### src/oca_pkg.sv
// Purpose: shared constants and carriers for the osd character attribute block
// Assumes: 32-bit AXI4-Lite register bus, one pixel clock domain
// Notes: register offsets are byte addresses of aligned words
`default_nettype none
package oca_pkg;

  // ----------------------------------------------------------------
  // register map
  // ----------------------------------------------------------------
  localparam int ADDR_W = 4;
  localparam logic [ADDR_W-1:0] REG_CTRL = 4'h0;
  localparam logic [ADDR_W-1:0] REG_CURSOR = 4'h4;
  localparam logic [ADDR_W-1:0] REG_STATUS = 4'h8;
  localparam logic [31:0] CTRL_RST = 32'h0000_0000;
  localparam logic [31:0] CURSOR_RST = 32'h0000_0000;
  localparam logic [31:0] CTRL_MASK = 32'h0000_ff7f;
  localparam logic [31:0] CURSOR_MASK = 32'h003f_1f03;
  localparam logic [1:0] RESP_OKAY = 2'h0;
  localparam logic [1:0] RESP_DECERR = 2'h3;

  // control register fields
  localparam int CTL_TTX = 0;
  localparam int CTL_MESH = 1;
  localparam int CTL_BMESH = 2;
  localparam int CTL_CMESH = 3;
  localparam int CTL_SHADOW = 4;
  localparam int CTL_PLANES = 5;
  localparam int CTL_TRANSP = 6;
  localparam int CTL_FRN_N = 8;
  localparam int CTL_FRN_S = 9;
  localparam int CTL_FRN_E = 10;
  localparam int CTL_FRN_W = 11;
  localparam int CTL_FCOL = 12;

  // cursor register fields
  localparam int CUR_ON = 0;
  localparam int CUR_HOLD = 1;
  localparam int CUR_ROW = 8;
  localparam int CUR_COL = 16;
  localparam logic [4:0] CAPT_ROW_MAX = 5'h0f;
  localparam logic [5:0] CAPT_COL_MAX = 6'h2f;
  localparam logic [4:0] TTX_ROW_MAX = 5'h18;
  localparam logic [5:0] TTX_COL_MAX = 6'h27;

  // ----------------------------------------------------------------
  // display word layout
  // ----------------------------------------------------------------
  localparam int WORD_W = 12;
  localparam int W_SERIAL = 11;
  localparam int W_SMODE = 10;
  localparam int W_FG = 8;
  localparam int MAX_POSITIONS = 768;
  localparam int SA_UNDER = 4;
  localparam int SA_OVER = 5;
  localparam int SA_BOX = 6;
  localparam int SA_FLASH = 7;
  localparam int SA_ITALIC = 8;
  localparam int SA_FRINGE = 9;
  localparam int SA_HSIZE = 4;
  localparam int SA_VSIZE = 5;
  localparam int SA_BANK = 7;
  localparam int SA_BGDUR = 8;
  localparam int SA_EOR = 9;

  // special graphics live at codes 80h..9fh
  localparam logic [2:0] SPECIAL_PREFIX = 3'h4;
  localparam int SPECIAL_MAX = 16;

  // ----------------------------------------------------------------
  // colour entries and teletext control codes
  // ----------------------------------------------------------------
  localparam logic [3:0] ENT_WHITE = 4'h7;
  localparam logic [3:0] ENT_BLACK_BG = 4'h8;
  localparam logic [3:0] ENT_PLANE_10 = 4'h6;
  localparam logic [3:0] ENT_PLANE_11 = 4'h7;
  localparam logic [7:0] TT_FLASH = 8'h08;
  localparam logic [7:0] TT_STEADY = 8'h09;
  localparam logic [7:0] TT_BOX_END = 8'h0a;
  localparam logic [7:0] TT_BOX_START = 8'h0b;
  localparam logic [7:0] TT_NORMAL = 8'h0c;
  localparam logic [7:0] TT_CONCEAL = 8'h18;
  localparam logic [7:0] TT_CONTIG = 8'h19;
  localparam logic [7:0] TT_SEPARATE = 8'h1a;
  localparam logic [7:0] TT_BLACK_BG = 8'h1c;
  localparam logic [7:0] TT_NEW_BG = 8'h1d;
  localparam logic [7:0] TT_HOLD = 8'h1e;
  localparam logic [7:0] TT_RELEASE = 8'h1f;

  typedef struct packed {
    logic [3:0] fg;
    logic [3:0] bg;
    logic gfx;
    logic separate;
    logic hold_mos;
    logic conceal;
    logic under;
    logic over;
    logic box;
    logic flash;
    logic italic;
    logic fringe;
    logic bank;
    logic bgdur;
    logic eor;
    logic hsize;
    logic vsize;
  } oca_attr_t;

  localparam oca_attr_t ATTR_CAPT_RST = '0;
  localparam oca_attr_t ATTR_TTX_RST = '{fg: ENT_WHITE, bg: ENT_BLACK_BG, default: 1'b0};

  typedef struct packed {
    logic pat;
    logic nb_n;
    logic nb_s;
    logic nb_e;
    logic nb_w;
    logic plane1;
    logic plane0;
    logic x_odd;
    logic line_odd;
    logic top_line;
    logic bot_line;
  } oca_pix_t;

endpackage

`default_nettype wire

### src/oca_attr_top.sv
// Purpose: per-character attribute decode and pixel colour selection
// Assumes: all inputs come from logic on CLK_SYS; colour table lives outside
// Notes: output colour is an entry index; PIX_VIDEO selects live video
//
// Local design decisions: register access over AXI4-Lite and the placing of the registers.
`timescale 1ns/100ps
`default_nettype none

// Operation
// - four fringe directions, fringe colour from register
// - caption fringe from serial mode 0 bit9
// - teletext shadow on alphanumerics only, never graphics
// - mesh alternates pixels, offset each line
// - caption mesh bit meshes every background
// - teletext mesh entry 8 black, 9-15 colour
// - cursor swaps colours at row and column
// - hold bit freezes cursor position
// - caption cursor ranges; cursor stays rectangular
// - up to sixteen specials at 80h-9fh codes
// - specials only while planes bit set
// - no fringe, underline, overline on specials
// - plane pair picks bg, fg, entry 6, 7
// - transparent screen: box shows bg, else video
// - serial attribute set at/after, shown as space
// - caption row start defaults
// - 12-bit sequential words, 768 positions max
// - teletext one attribute per location, row scoped
// - teletext row start defaults
// - bit11 clear: code and foreground colour
// - bit11 set: serial, bit10 picks layout
// - caption foreground bank from latest mode 1 serial
module oca_attr_top (
  input wire logic CLK_SYS,
  input wire logic RST,
  input wire logic [oca_pkg::ADDR_W-1:0] S_AXI_AWADDR,
  input wire logic S_AXI_AWVALID,
  output logic S_AXI_AWREADY,
  input wire logic [31:0] S_AXI_WDATA,
  input wire logic [3:0] S_AXI_WSTRB,
  input wire logic S_AXI_WVALID,
  output logic S_AXI_WREADY,
  output logic [1:0] S_AXI_BRESP,
  output logic S_AXI_BVALID,
  input wire logic S_AXI_BREADY,
  input wire logic [oca_pkg::ADDR_W-1:0] S_AXI_ARADDR,
  input wire logic S_AXI_ARVALID,
  output logic S_AXI_ARREADY,
  output logic [31:0] S_AXI_RDATA,
  output logic [1:0] S_AXI_RRESP,
  output logic S_AXI_RVALID,
  input wire logic S_AXI_RREADY,
  input wire logic ROW_START,
  input wire logic [4:0] ROW_NUM,
  input wire logic CHAR_VALID,
  input wire logic [oca_pkg::WORD_W-1:0] DISP_WORD,
  input wire oca_pkg::oca_pix_t PIX_IN,
  output logic [7:0] CHAR_CODE,
  output logic CHAR_SPECIAL,
  output logic [3:0] PIX_COLOUR,
  output logic PIX_VIDEO
);
  import oca_pkg::*;

  // ----------------------------------------------------------------
  // register bus
  // ----------------------------------------------------------------
  logic [31:0] ctrl_q;
  logic [31:0] cursor_q;
  logic bvalid_q;
  logic [1:0] bresp_q;
  logic rvalid_q;
  logic [1:0] rresp_q;
  logic [31:0] rdata_q;
  logic [31:0] status;

  // address and data are taken together, so order of arrival is free
  wire wr_go = S_AXI_AWVALID & S_AXI_WVALID & ~bvalid_q;
  wire rd_go = S_AXI_ARVALID & ~rvalid_q;
  wire wr_ctrl = wr_go & (S_AXI_AWADDR == REG_CTRL);
  wire wr_cursor = wr_go & (S_AXI_AWADDR == REG_CURSOR);
  wire wr_hit = wr_ctrl | wr_cursor | (S_AXI_AWADDR == REG_STATUS);
  wire rd_hit = (S_AXI_ARADDR == REG_CTRL) | (S_AXI_ARADDR == REG_CURSOR) |
                (S_AXI_ARADDR == REG_STATUS);
  wire [31:0] wmask = {{8{S_AXI_WSTRB[3]}}, {8{S_AXI_WSTRB[2]}},
                       {8{S_AXI_WSTRB[1]}}, {8{S_AXI_WSTRB[0]}}};

  function automatic logic [31:0] merge(input logic [31:0] old,
                                        input logic [31:0] keep);
    merge = ((old & ~wmask) | (S_AXI_WDATA & wmask)) & keep;
  endfunction

  wire [31:0] rd_mux = (S_AXI_ARADDR == REG_CTRL) ? ctrl_q :
                       (S_AXI_ARADDR == REG_CURSOR) ? cursor_q :
                       (S_AXI_ARADDR == REG_STATUS) ? status : 32'h0000_0000;

  always_ff @(posedge CLK_SYS) begin
    if (RST) begin
      ctrl_q <= CTRL_RST;
      cursor_q <= CURSOR_RST;
      bvalid_q <= 1'b0;
      bresp_q <= RESP_OKAY;
      rvalid_q <= 1'b0;
      rresp_q <= RESP_OKAY;
      rdata_q <= 32'h0000_0000;
    end else begin
      if (wr_ctrl) ctrl_q <= merge(ctrl_q, CTRL_MASK);
      if (wr_cursor) cursor_q <= merge(cursor_q, CURSOR_MASK);
      if (wr_go) begin
        bvalid_q <= 1'b1;
        bresp_q <= wr_hit ? RESP_OKAY : RESP_DECERR;
      end else if (S_AXI_BREADY) begin
        bvalid_q <= 1'b0;
      end
      if (rd_go) begin
        rvalid_q <= 1'b1;
        rresp_q <= rd_hit ? RESP_OKAY : RESP_DECERR;
        rdata_q <= rd_mux;
      end else if (S_AXI_RREADY) begin
        rvalid_q <= 1'b0;
      end
    end
  end

  assign S_AXI_AWREADY = wr_go;
  assign S_AXI_WREADY = wr_go;
  assign S_AXI_BVALID = bvalid_q;
  assign S_AXI_BRESP = bresp_q;
  assign S_AXI_ARREADY = rd_go;
  assign S_AXI_RVALID = rvalid_q;
  assign S_AXI_RRESP = rresp_q;
  assign S_AXI_RDATA = rdata_q;

  wire ttx = ctrl_q[CTL_TTX];
  wire planes_on = ctrl_q[CTL_PLANES];
  wire [3:0] frn_dir = ctrl_q[CTL_FRN_W:CTL_FRN_N];
  wire [3:0] frn_col = ctrl_q[CTL_FCOL+3:CTL_FCOL];

  // ----------------------------------------------------------------
  // cursor position
  // ----------------------------------------------------------------
  logic [4:0] cur_row_q;
  logic [5:0] cur_col_q;
  wire cur_on = cursor_q[CUR_ON];
  wire cur_hold = cursor_q[CUR_HOLD];
  wire [4:0] row_max = ttx ? TTX_ROW_MAX : CAPT_ROW_MAX;
  wire [5:0] col_max = ttx ? TTX_COL_MAX : CAPT_COL_MAX;
  wire cur_valid = (cur_row_q <= row_max) & (cur_col_q <= col_max);

  always_ff @(posedge CLK_SYS) begin
    if (RST) begin
      cur_row_q <= 5'h00;
      cur_col_q <= 6'h00;
    end else if (!cur_hold) begin
      cur_row_q <= cursor_q[CUR_ROW+4:CUR_ROW];
      cur_col_q <= cursor_q[CUR_COL+5:CUR_COL];
    end
  end

  // ----------------------------------------------------------------
  // attribute decode per character
  // ----------------------------------------------------------------
  oca_attr_t attr_q;
  oca_attr_t attr_d;
  oca_attr_t cell_d;
  oca_attr_t cell_q;
  logic [7:0] code_d;
  logic space_d;
  logic [5:0] col_q;
  logic [4:0] row_q;
  logic [9:0] pos_q;
  logic first_q;
  logic ended_q;
  logic [5:0] cell_col_q;
  logic [4:0] cell_row_q;
  logic cell_space_q;
  logic cell_blank_q;
  logic [7:0] code_q;

  wire serial = DISP_WORD[W_SERIAL];
  wire smode1 = DISP_WORD[W_SMODE];
  wire [7:0] wcode = DISP_WORD[7:0];
  wire tt_ctl = (wcode[7:5] == 3'h0);

  always_comb begin
    attr_d = attr_q;
    cell_d = attr_q;
    code_d = wcode;
    space_d = 1'b0;
    if (!ttx) begin
      if (serial) begin
        space_d = 1'b1;
        attr_d.bg = DISP_WORD[3:0];
        if (!smode1) begin
          attr_d.under = DISP_WORD[SA_UNDER];
          attr_d.over = DISP_WORD[SA_OVER];
          attr_d.box = DISP_WORD[SA_BOX];
          attr_d.flash = DISP_WORD[SA_FLASH];
          attr_d.italic = DISP_WORD[SA_ITALIC];
          attr_d.fringe = DISP_WORD[SA_FRINGE];
          cell_d = attr_d;
        end else if (first_q) begin
          attr_d.hsize = DISP_WORD[SA_HSIZE];
          attr_d.vsize = DISP_WORD[SA_VSIZE];
          attr_d.box = DISP_WORD[SA_BOX];
          attr_d.bank = DISP_WORD[SA_BANK];
          attr_d.bgdur = DISP_WORD[SA_BGDUR];
          attr_d.eor = DISP_WORD[SA_EOR];
          cell_d = attr_d;
        end else begin
          attr_d.under = DISP_WORD[SA_UNDER];
          attr_d.over = DISP_WORD[SA_OVER];
          attr_d.box = DISP_WORD[SA_BOX];
          attr_d.bank = DISP_WORD[SA_BANK];
          attr_d.bgdur = DISP_WORD[SA_BGDUR];
          attr_d.eor = DISP_WORD[SA_EOR];
          // duration and end of row act here, the rest from the next cell
          cell_d.bgdur = attr_d.bgdur;
          cell_d.eor = attr_d.eor;
        end
      end else begin
        cell_d.fg = {attr_q.bank, DISP_WORD[W_FG+2:W_FG]};
      end
    end else if (tt_ctl) begin
      space_d = 1'b1;
      case (wcode)
        TT_STEADY: begin
          attr_d.flash = 1'b0;
          cell_d.flash = 1'b0;
        end
        TT_NORMAL: begin
          attr_d.hsize = 1'b0;
          attr_d.vsize = 1'b0;
          cell_d.hsize = 1'b0;
          cell_d.vsize = 1'b0;
        end
        TT_CONCEAL: begin
          attr_d.conceal = 1'b1;
          cell_d.conceal = 1'b1;
        end
        TT_CONTIG: begin
          attr_d.separate = 1'b0;
          cell_d.separate = 1'b0;
        end
        TT_SEPARATE: begin
          attr_d.separate = 1'b1;
          cell_d.separate = 1'b1;
        end
        TT_BLACK_BG: begin
          attr_d.bg = ENT_BLACK_BG;
          cell_d.bg = ENT_BLACK_BG;
        end
        TT_NEW_BG: begin
          attr_d.bg = {1'b1, attr_q.fg[2:0]};
          cell_d.bg = {1'b1, attr_q.fg[2:0]};
        end
        TT_HOLD: begin
          attr_d.hold_mos = 1'b1;
          cell_d.hold_mos = 1'b1;
        end
        TT_FLASH: attr_d.flash = 1'b1;
        TT_BOX_START: attr_d.box = 1'b1;
        TT_BOX_END: attr_d.box = 1'b0;
        TT_RELEASE: attr_d.hold_mos = 1'b0;
        default: begin
          // colour codes act from the next cell onward
          if (wcode[7:4] == 4'h0 && !wcode[3]) begin
            attr_d.fg = {1'b0, wcode[2:0]};
            attr_d.gfx = 1'b0;
            attr_d.conceal = 1'b0;
          end else if (wcode[7:4] == 4'h1 && !wcode[3]) begin
            attr_d.fg = {1'b0, wcode[2:0]};
            attr_d.gfx = 1'b1;
            attr_d.conceal = 1'b0;
          end
        end
      endcase
    end
  end

  always_ff @(posedge CLK_SYS) begin
    if (RST) begin
      attr_q <= ATTR_CAPT_RST;
      cell_q <= ATTR_CAPT_RST;
      col_q <= 6'h00;
      row_q <= 5'h00;
      pos_q <= 10'h000;
      first_q <= 1'b1;
      ended_q <= 1'b0;
      cell_col_q <= 6'h00;
      cell_row_q <= 5'h00;
      cell_space_q <= 1'b1;
      cell_blank_q <= 1'b1;
      code_q <= 8'h00;
    end else if (ROW_START) begin
      attr_q <= ttx ? ATTR_TTX_RST : ATTR_CAPT_RST;
      col_q <= 6'h00;
      row_q <= ROW_NUM;
      first_q <= 1'b1;
      ended_q <= 1'b0;
      if (ROW_NUM == 5'h00) pos_q <= 10'h000;
    end else if (CHAR_VALID) begin
      attr_q <= attr_d;
      cell_q <= cell_d;
      code_q <= code_d;
      cell_space_q <= space_d | ended_q;
      cell_blank_q <= ended_q | (pos_q >= 10'(MAX_POSITIONS));
      cell_col_q <= col_q;
      cell_row_q <= row_q;
      col_q <= col_q + 6'h01;
      if (pos_q < 10'(MAX_POSITIONS)) pos_q <= pos_q + 10'h001;
      first_q <= 1'b0;
      if (!ttx && cell_d.eor) ended_q <= 1'b1;
    end
  end

  // ----------------------------------------------------------------
  // pixel colour
  // ----------------------------------------------------------------
  logic [3:0] colour_q;
  logic video_q;

  // specials pair two patterns; the plane bits arrive from both at once
  wire special = planes_on & (code_q[7:5] == SPECIAL_PREFIX) &
                 ~cell_space_q & ~cell_blank_q;
  wire cursor_here = cur_on & cur_valid & (cell_row_q == cur_row_q) &
                     (cell_col_q == cur_col_q);
  wire [3:0] fgc = cursor_here ? cell_q.bg : cell_q.fg;
  wire [3:0] bgc = cursor_here ? cell_q.fg : cell_q.bg;
  wire lines = (PIX_IN.top_line & cell_q.over) | (PIX_IN.bot_line & cell_q.under);
  wire pat = PIX_IN.pat & ~cell_space_q & ~cell_q.conceal;
  wire fg_px = pat | (lines & ~special);
  wire frn_attr = ttx ? (ctrl_q[CTL_SHADOW] & ~cell_q.gfx) : cell_q.fringe;
  wire [3:0] nbs = {PIX_IN.nb_w, PIX_IN.nb_e, PIX_IN.nb_s, PIX_IN.nb_n};
  wire frn_px = frn_attr & ~special & ~cell_space_q & ~fg_px &
                (|(nbs & frn_dir));
  wire mesh_ttx = ((cell_q.bg == ENT_BLACK_BG) & ctrl_q[CTL_BMESH]) |
                  ((cell_q.bg > ENT_BLACK_BG) & ctrl_q[CTL_CMESH]);
  wire mesh_on = ttx ? mesh_ttx : ctrl_q[CTL_MESH];
  wire mesh_hole = mesh_on & (PIX_IN.x_odd ^ PIX_IN.line_odd);
  wire transp_bg = ctrl_q[CTL_TRANSP] & ~cell_q.box;
  wire [1:0] plane = {PIX_IN.plane1, PIX_IN.plane0};

  logic [3:0] sp_col;
  logic sp_bg;
  always_comb begin
    sp_bg = 1'b0;
    case (plane)
      2'h0: begin
        sp_col = bgc;
        sp_bg = 1'b1;
      end
      2'h1: sp_col = fgc;
      2'h2: sp_col = ENT_PLANE_10;
      2'h3: sp_col = ENT_PLANE_11;
      default: sp_col = bgc;
    endcase
  end

  wire is_bg = special ? sp_bg : ~(fg_px | frn_px);
  wire [3:0] col_sel = special ? sp_col : fg_px ? fgc : frn_px ? frn_col : bgc;
  // blank cells past the row end keep the background only with duration
  wire blank_video = cell_blank_q & ~(cell_q.bgdur & ~ttx);

  always_ff @(posedge CLK_SYS) begin
    if (RST) begin
      colour_q <= 4'h0;
      video_q <= 1'b1;
    end else begin
      colour_q <= blank_video ? bgc : col_sel;
      video_q <= blank_video | (is_bg & (mesh_hole | transp_bg));
    end
  end

  assign status = {4'h0, cur_col_q, 5'h00, cur_row_q, attr_q.bg, attr_q.fg,
                   1'b0, ended_q, attr_q.fringe, cur_valid & cur_on};
  assign PIX_COLOUR = colour_q;
  assign PIX_VIDEO = video_q;
  assign CHAR_CODE = code_q;
  assign CHAR_SPECIAL = special;

endmodule // oca_attr_top

`default_nettype wire

### config.mk
export PLATFORM = sky130hd
export DESIGN_NAME = oca_attr_top
export DESIGN_NICKNAME = d
export VERILOG_FILES = /design/src/oca_pkg.sv /design/src/oca_attr_top.sv
export SDC_FILE = /design/constraint.sdc
export NUM_CORES = 1
export LEC_CHECK = 0
export BUFFER_PORTS_ARGS = -buffer_cell sky130_fd_sc_hd__buf_4
export CELL_PAD_IN_SITES_DETAIL_PLACEMENT = 1
export CELL_PAD_IN_SITES_GLOBAL_PLACEMENT = 2
export CORE_MARGIN = 2
export CORE_UTILIZATION = 34
export CTS_BUF_LIST = sky130_fd_sc_hd__clkbuf_16
export DETAILED_ROUTE_END_ITERATION = 10
export PLACE_DENSITY_LB_ADDON = 0.3
export SLEW_MARGIN = 20
export SYNTH_ARGS = -nofsm -noshare
export SYNTH_HDL_FRONTEND = slang
export SYNTH_SLANG_ARGS = --single-unit
### constraint.sdc
create_clock -name CLK_SYS -period 3.97 [get_ports CLK_SYS]
set_input_delay 0.1985 -clock CLK_SYS [delete_from_list [all_inputs] [get_ports CLK_SYS]]
set_output_delay 0.1985 -clock CLK_SYS [all_outputs]
set_load 0.02 [all_outputs]
==> results.yml <==
run_status:
  outcome: "finished, final reports clean"
synth:
  synth_warnings: 0
  syn_inst: 799
  synth-edff-count: 0
  synthesis.area_um2: 6658
  synth_cell_types: 55
  ys_ff_latch: 150
  synth-main-ff-cell: "dfxtp_1"
  avgSynthCellArea_um2: 8.332
  synthArstFlopShare: 0
  yosysSeqAreaShare: 0.4510
sta:
  finalSetupTns_ps: 0
  hold_violations: 0
  rsz0062_at_grt: "false"
  timing.slew.headroom: 0.3212
  clock_skew_ps: 6.639
  finalCritPeriodShare: 0.7694
  worst_pin_slew_ps: 1016
  holdWs_ps: 14.89
  setup_viol: 0
  slew_viol_final: 0
  clock.fmax_mhz: 327.4
  finalCriticalPeriod_ps: 3054
worst_setup_path:
  cp-end-kind: "register"
  required_ps: 4280
  crit_chain: "inv_1 -> ha_1 -> nand2_1 -> mux2i_1 -> a21oi_1 -> or3_1 -> a311o_2 -> o221a_1"
  crit_fanout: 15
  crit_path_top_delay_cell: "dfxtp_1"
  critPathKind: "register to register"
  cp-start-kind: "register"
  path_buf_inv: 1
  slowest_delay_ps: 710
  worstPathArrival_ps: 3370
  cpLargestDelayFamily: "flip-flops"
power_and_ir_drop:
  vdd_drop_max_mv: 0.2622
  p_leak_nw: 3.462
  pwr-share-comb: 0.092
  power_density_nw_per_um2: 426.0
  p_switching_mw: 0.8849
  p_seq_frac: 0.443
  clkPwrFrac: 0.465
  finalPower_mw: 3.550
  p_int_mw: 2.665
  swShare: 0.2493
grt:
  grt_pass1_wl_um: 33550
  grt.overflow.total: 0
  grt_pass1_vias: 6408
  grt_max_degree: 102
  grtUsageTotal: 0.2106
  antenna_found_initial: 0
place:
  dp.cells: 1138
  dp_hpwl_um: 15730
  placed_cell_area_um2: 7707
  gp_congestion: 0.8141
  port_buffers: 118
routing:
  drc: 0
  wl_um: 21280
  drtIter0Drc: 314
  num_vias: 6157
  drtPass1Iterations: 4
  viasPerCell: 5.258
  ant_nets: 0
  routedWlPerCell_um: 18.17
clock_tree:
  post_cts_buffers: 0
  clk_pin_slew_worst_paths_ps: 60
  cts.path.max_buffers: 2
  cts_max_level: 4
  clkSinkCount: 150
  cts_buffers: 17
  cts_root_buffer: "clkbuf_16"
  cts_tree: "yes"
  hold_buffers: 2
  clk_latency_ps: 420
  cts_resized: 0
min_path:
  holdCritPathClass: "input port to register"
  hold_start: "S_AXI_WDATA[5]"
floorplanning:
  start_util: 0.3443
  fp.dieW_um: 143.9
  core_area_um2: 19330
  io_pins: 136
  die_y_um: 143.9
  die_area_um2: 20720
  fp-row-count: 51
final_layout:
  fin_nets: 982
  syn2layout_area_growth_pct: 25.15
  drive_above_1_share: 0.1898
  stdcell_area_um2: 8332
  num_antenna_cells: 0
  stdcell_count: 1171
job:
  drv_cap: 0
[tightest hold or removal path, cell delays in order]
cell	delay, ps
buf_4	80
mux2i_1	50
nor2_1	80
[cell usage in the layout (no fill, tap or decap), types with 3 or more instances in the layout]
cell type / synthesis / routed
bufinv_16: 0 / 3
buf_4: 8 / 124
nand2_1: 117 / 117
xor2_1: 20 / 20
a22oi_1: 6 / 6
a211oi_1: 6 / 6
inv_1: 16 / 16
nor2_1: 105 / 105
a31oi_1: 5 / 5
inv_6: 0 / 3
clkinv_4: 0 / 4
clkbuf_16: 0 / 17
or3_1: 5 / 5
o211ai_1: 3 / 3
nand4_1: 7 / 7
nor2b_1: 5 / 4
a311oi_1: 7 / 7
a221oi_1: 10 / 10
mux2i_1: 54 / 54
nand2b_1: 5 / 5
o21ai_0: 26 / 26
a21oi_1: 75 / 75
nor3_1: 21 / 21
a21o_1: 3 / 3
dfxtp_1: 150 / 150
nand3_1: 39 / 39
nor4_1: 3 / 3
and3_1: 7 / 7
ha_1: 7 / 7
mux2_2: 3 / 3
conb_1: 1 / 5
[Yosys cell counts (all sizes together), types with 7 or more instances]
cell type  number  share of area
dfxtp         150           0.45
nand2         117          0.066
nor2          105          0.059
a21oi          75          0.056
mux2i          54          0.081
clkbuf         41          0.023
nand3          39          0.029
o21ai          27          0.020
nor3           21          0.016
xor2           20          0.026
inv            17         0.0096
buf            14          0.014
a221oi         10          0.013
nand4           8         0.0085
a311oi          7         0.0092
and3            7         0.0066
ha              7          0.013
[kinds of logic after synthesis]
kind of cell	after synthesis	share of synthesized area
xor+xnor	21	0.02763
other cells	1	0.0005633
flops	150	0.4510
fa+ha+maj	7	0.01315
simple gates	330	0.2214
mux	59	0.09077
compound gates	159	0.1492
buf+inv	72	0.04623
[metal layers]
layer,global-route usage,routed length (µm),share of wire
met1,0.2642,9436,0.44
met2,0.3704,10830,0.51
met5,0,0,0
met4,0.05418,231,0.011
met3,0.04032,777,0.037
[final timing paths]
check                           slack [ps]              end  cells after the start
worst max-delay path                   920    PIX_COLOUR[2]                      8
worst min register to register         460  S_AXI_RDATA[19]                      2
worst max register to register         920    PIX_COLOUR[2]                      8
worst min-delay path                    10         register                      3
[power by group through the flow]
stage | combinational [mW] | sequential, mW | clock [mW]
3_3_place_gp | 0.315 | 1.61 | 0
4_1_cts | 0.328 | 1.57 | 1.69
2_1_floorplan | 0.172 | 1.61 | 0
5_1_grt | 0.358 | 1.58 | 1.76
6_report | 0.326 | 1.57 | 1.65
3_5_place_dp | 0.325 | 1.61 | 0
[layout make-up]
class / count / area (µm²)
flip-flops and latches: 150 / 3003
clock inverters: 14 / 175.2
fillers: 2314 / 11000
repair buffers: 127 / 962.2
inverters: 17 / 63.81
clock buffers: 17 / 425.4
well taps: 265 / 331.6
multi-input cells: 581 / 3371
[metrics by stage]
stage            util  worst slack, ps
2_1_floorplan       -             1652
6_report       0.4309            915.5
3_5_place_dp   0.3986            948.0
5_1_grt        0.4309            753.4
4_1_cts        0.4307            958.7
3_3_place_gp   0.3986             1069
Note: power is estimated with default switching activity, not from simulation.
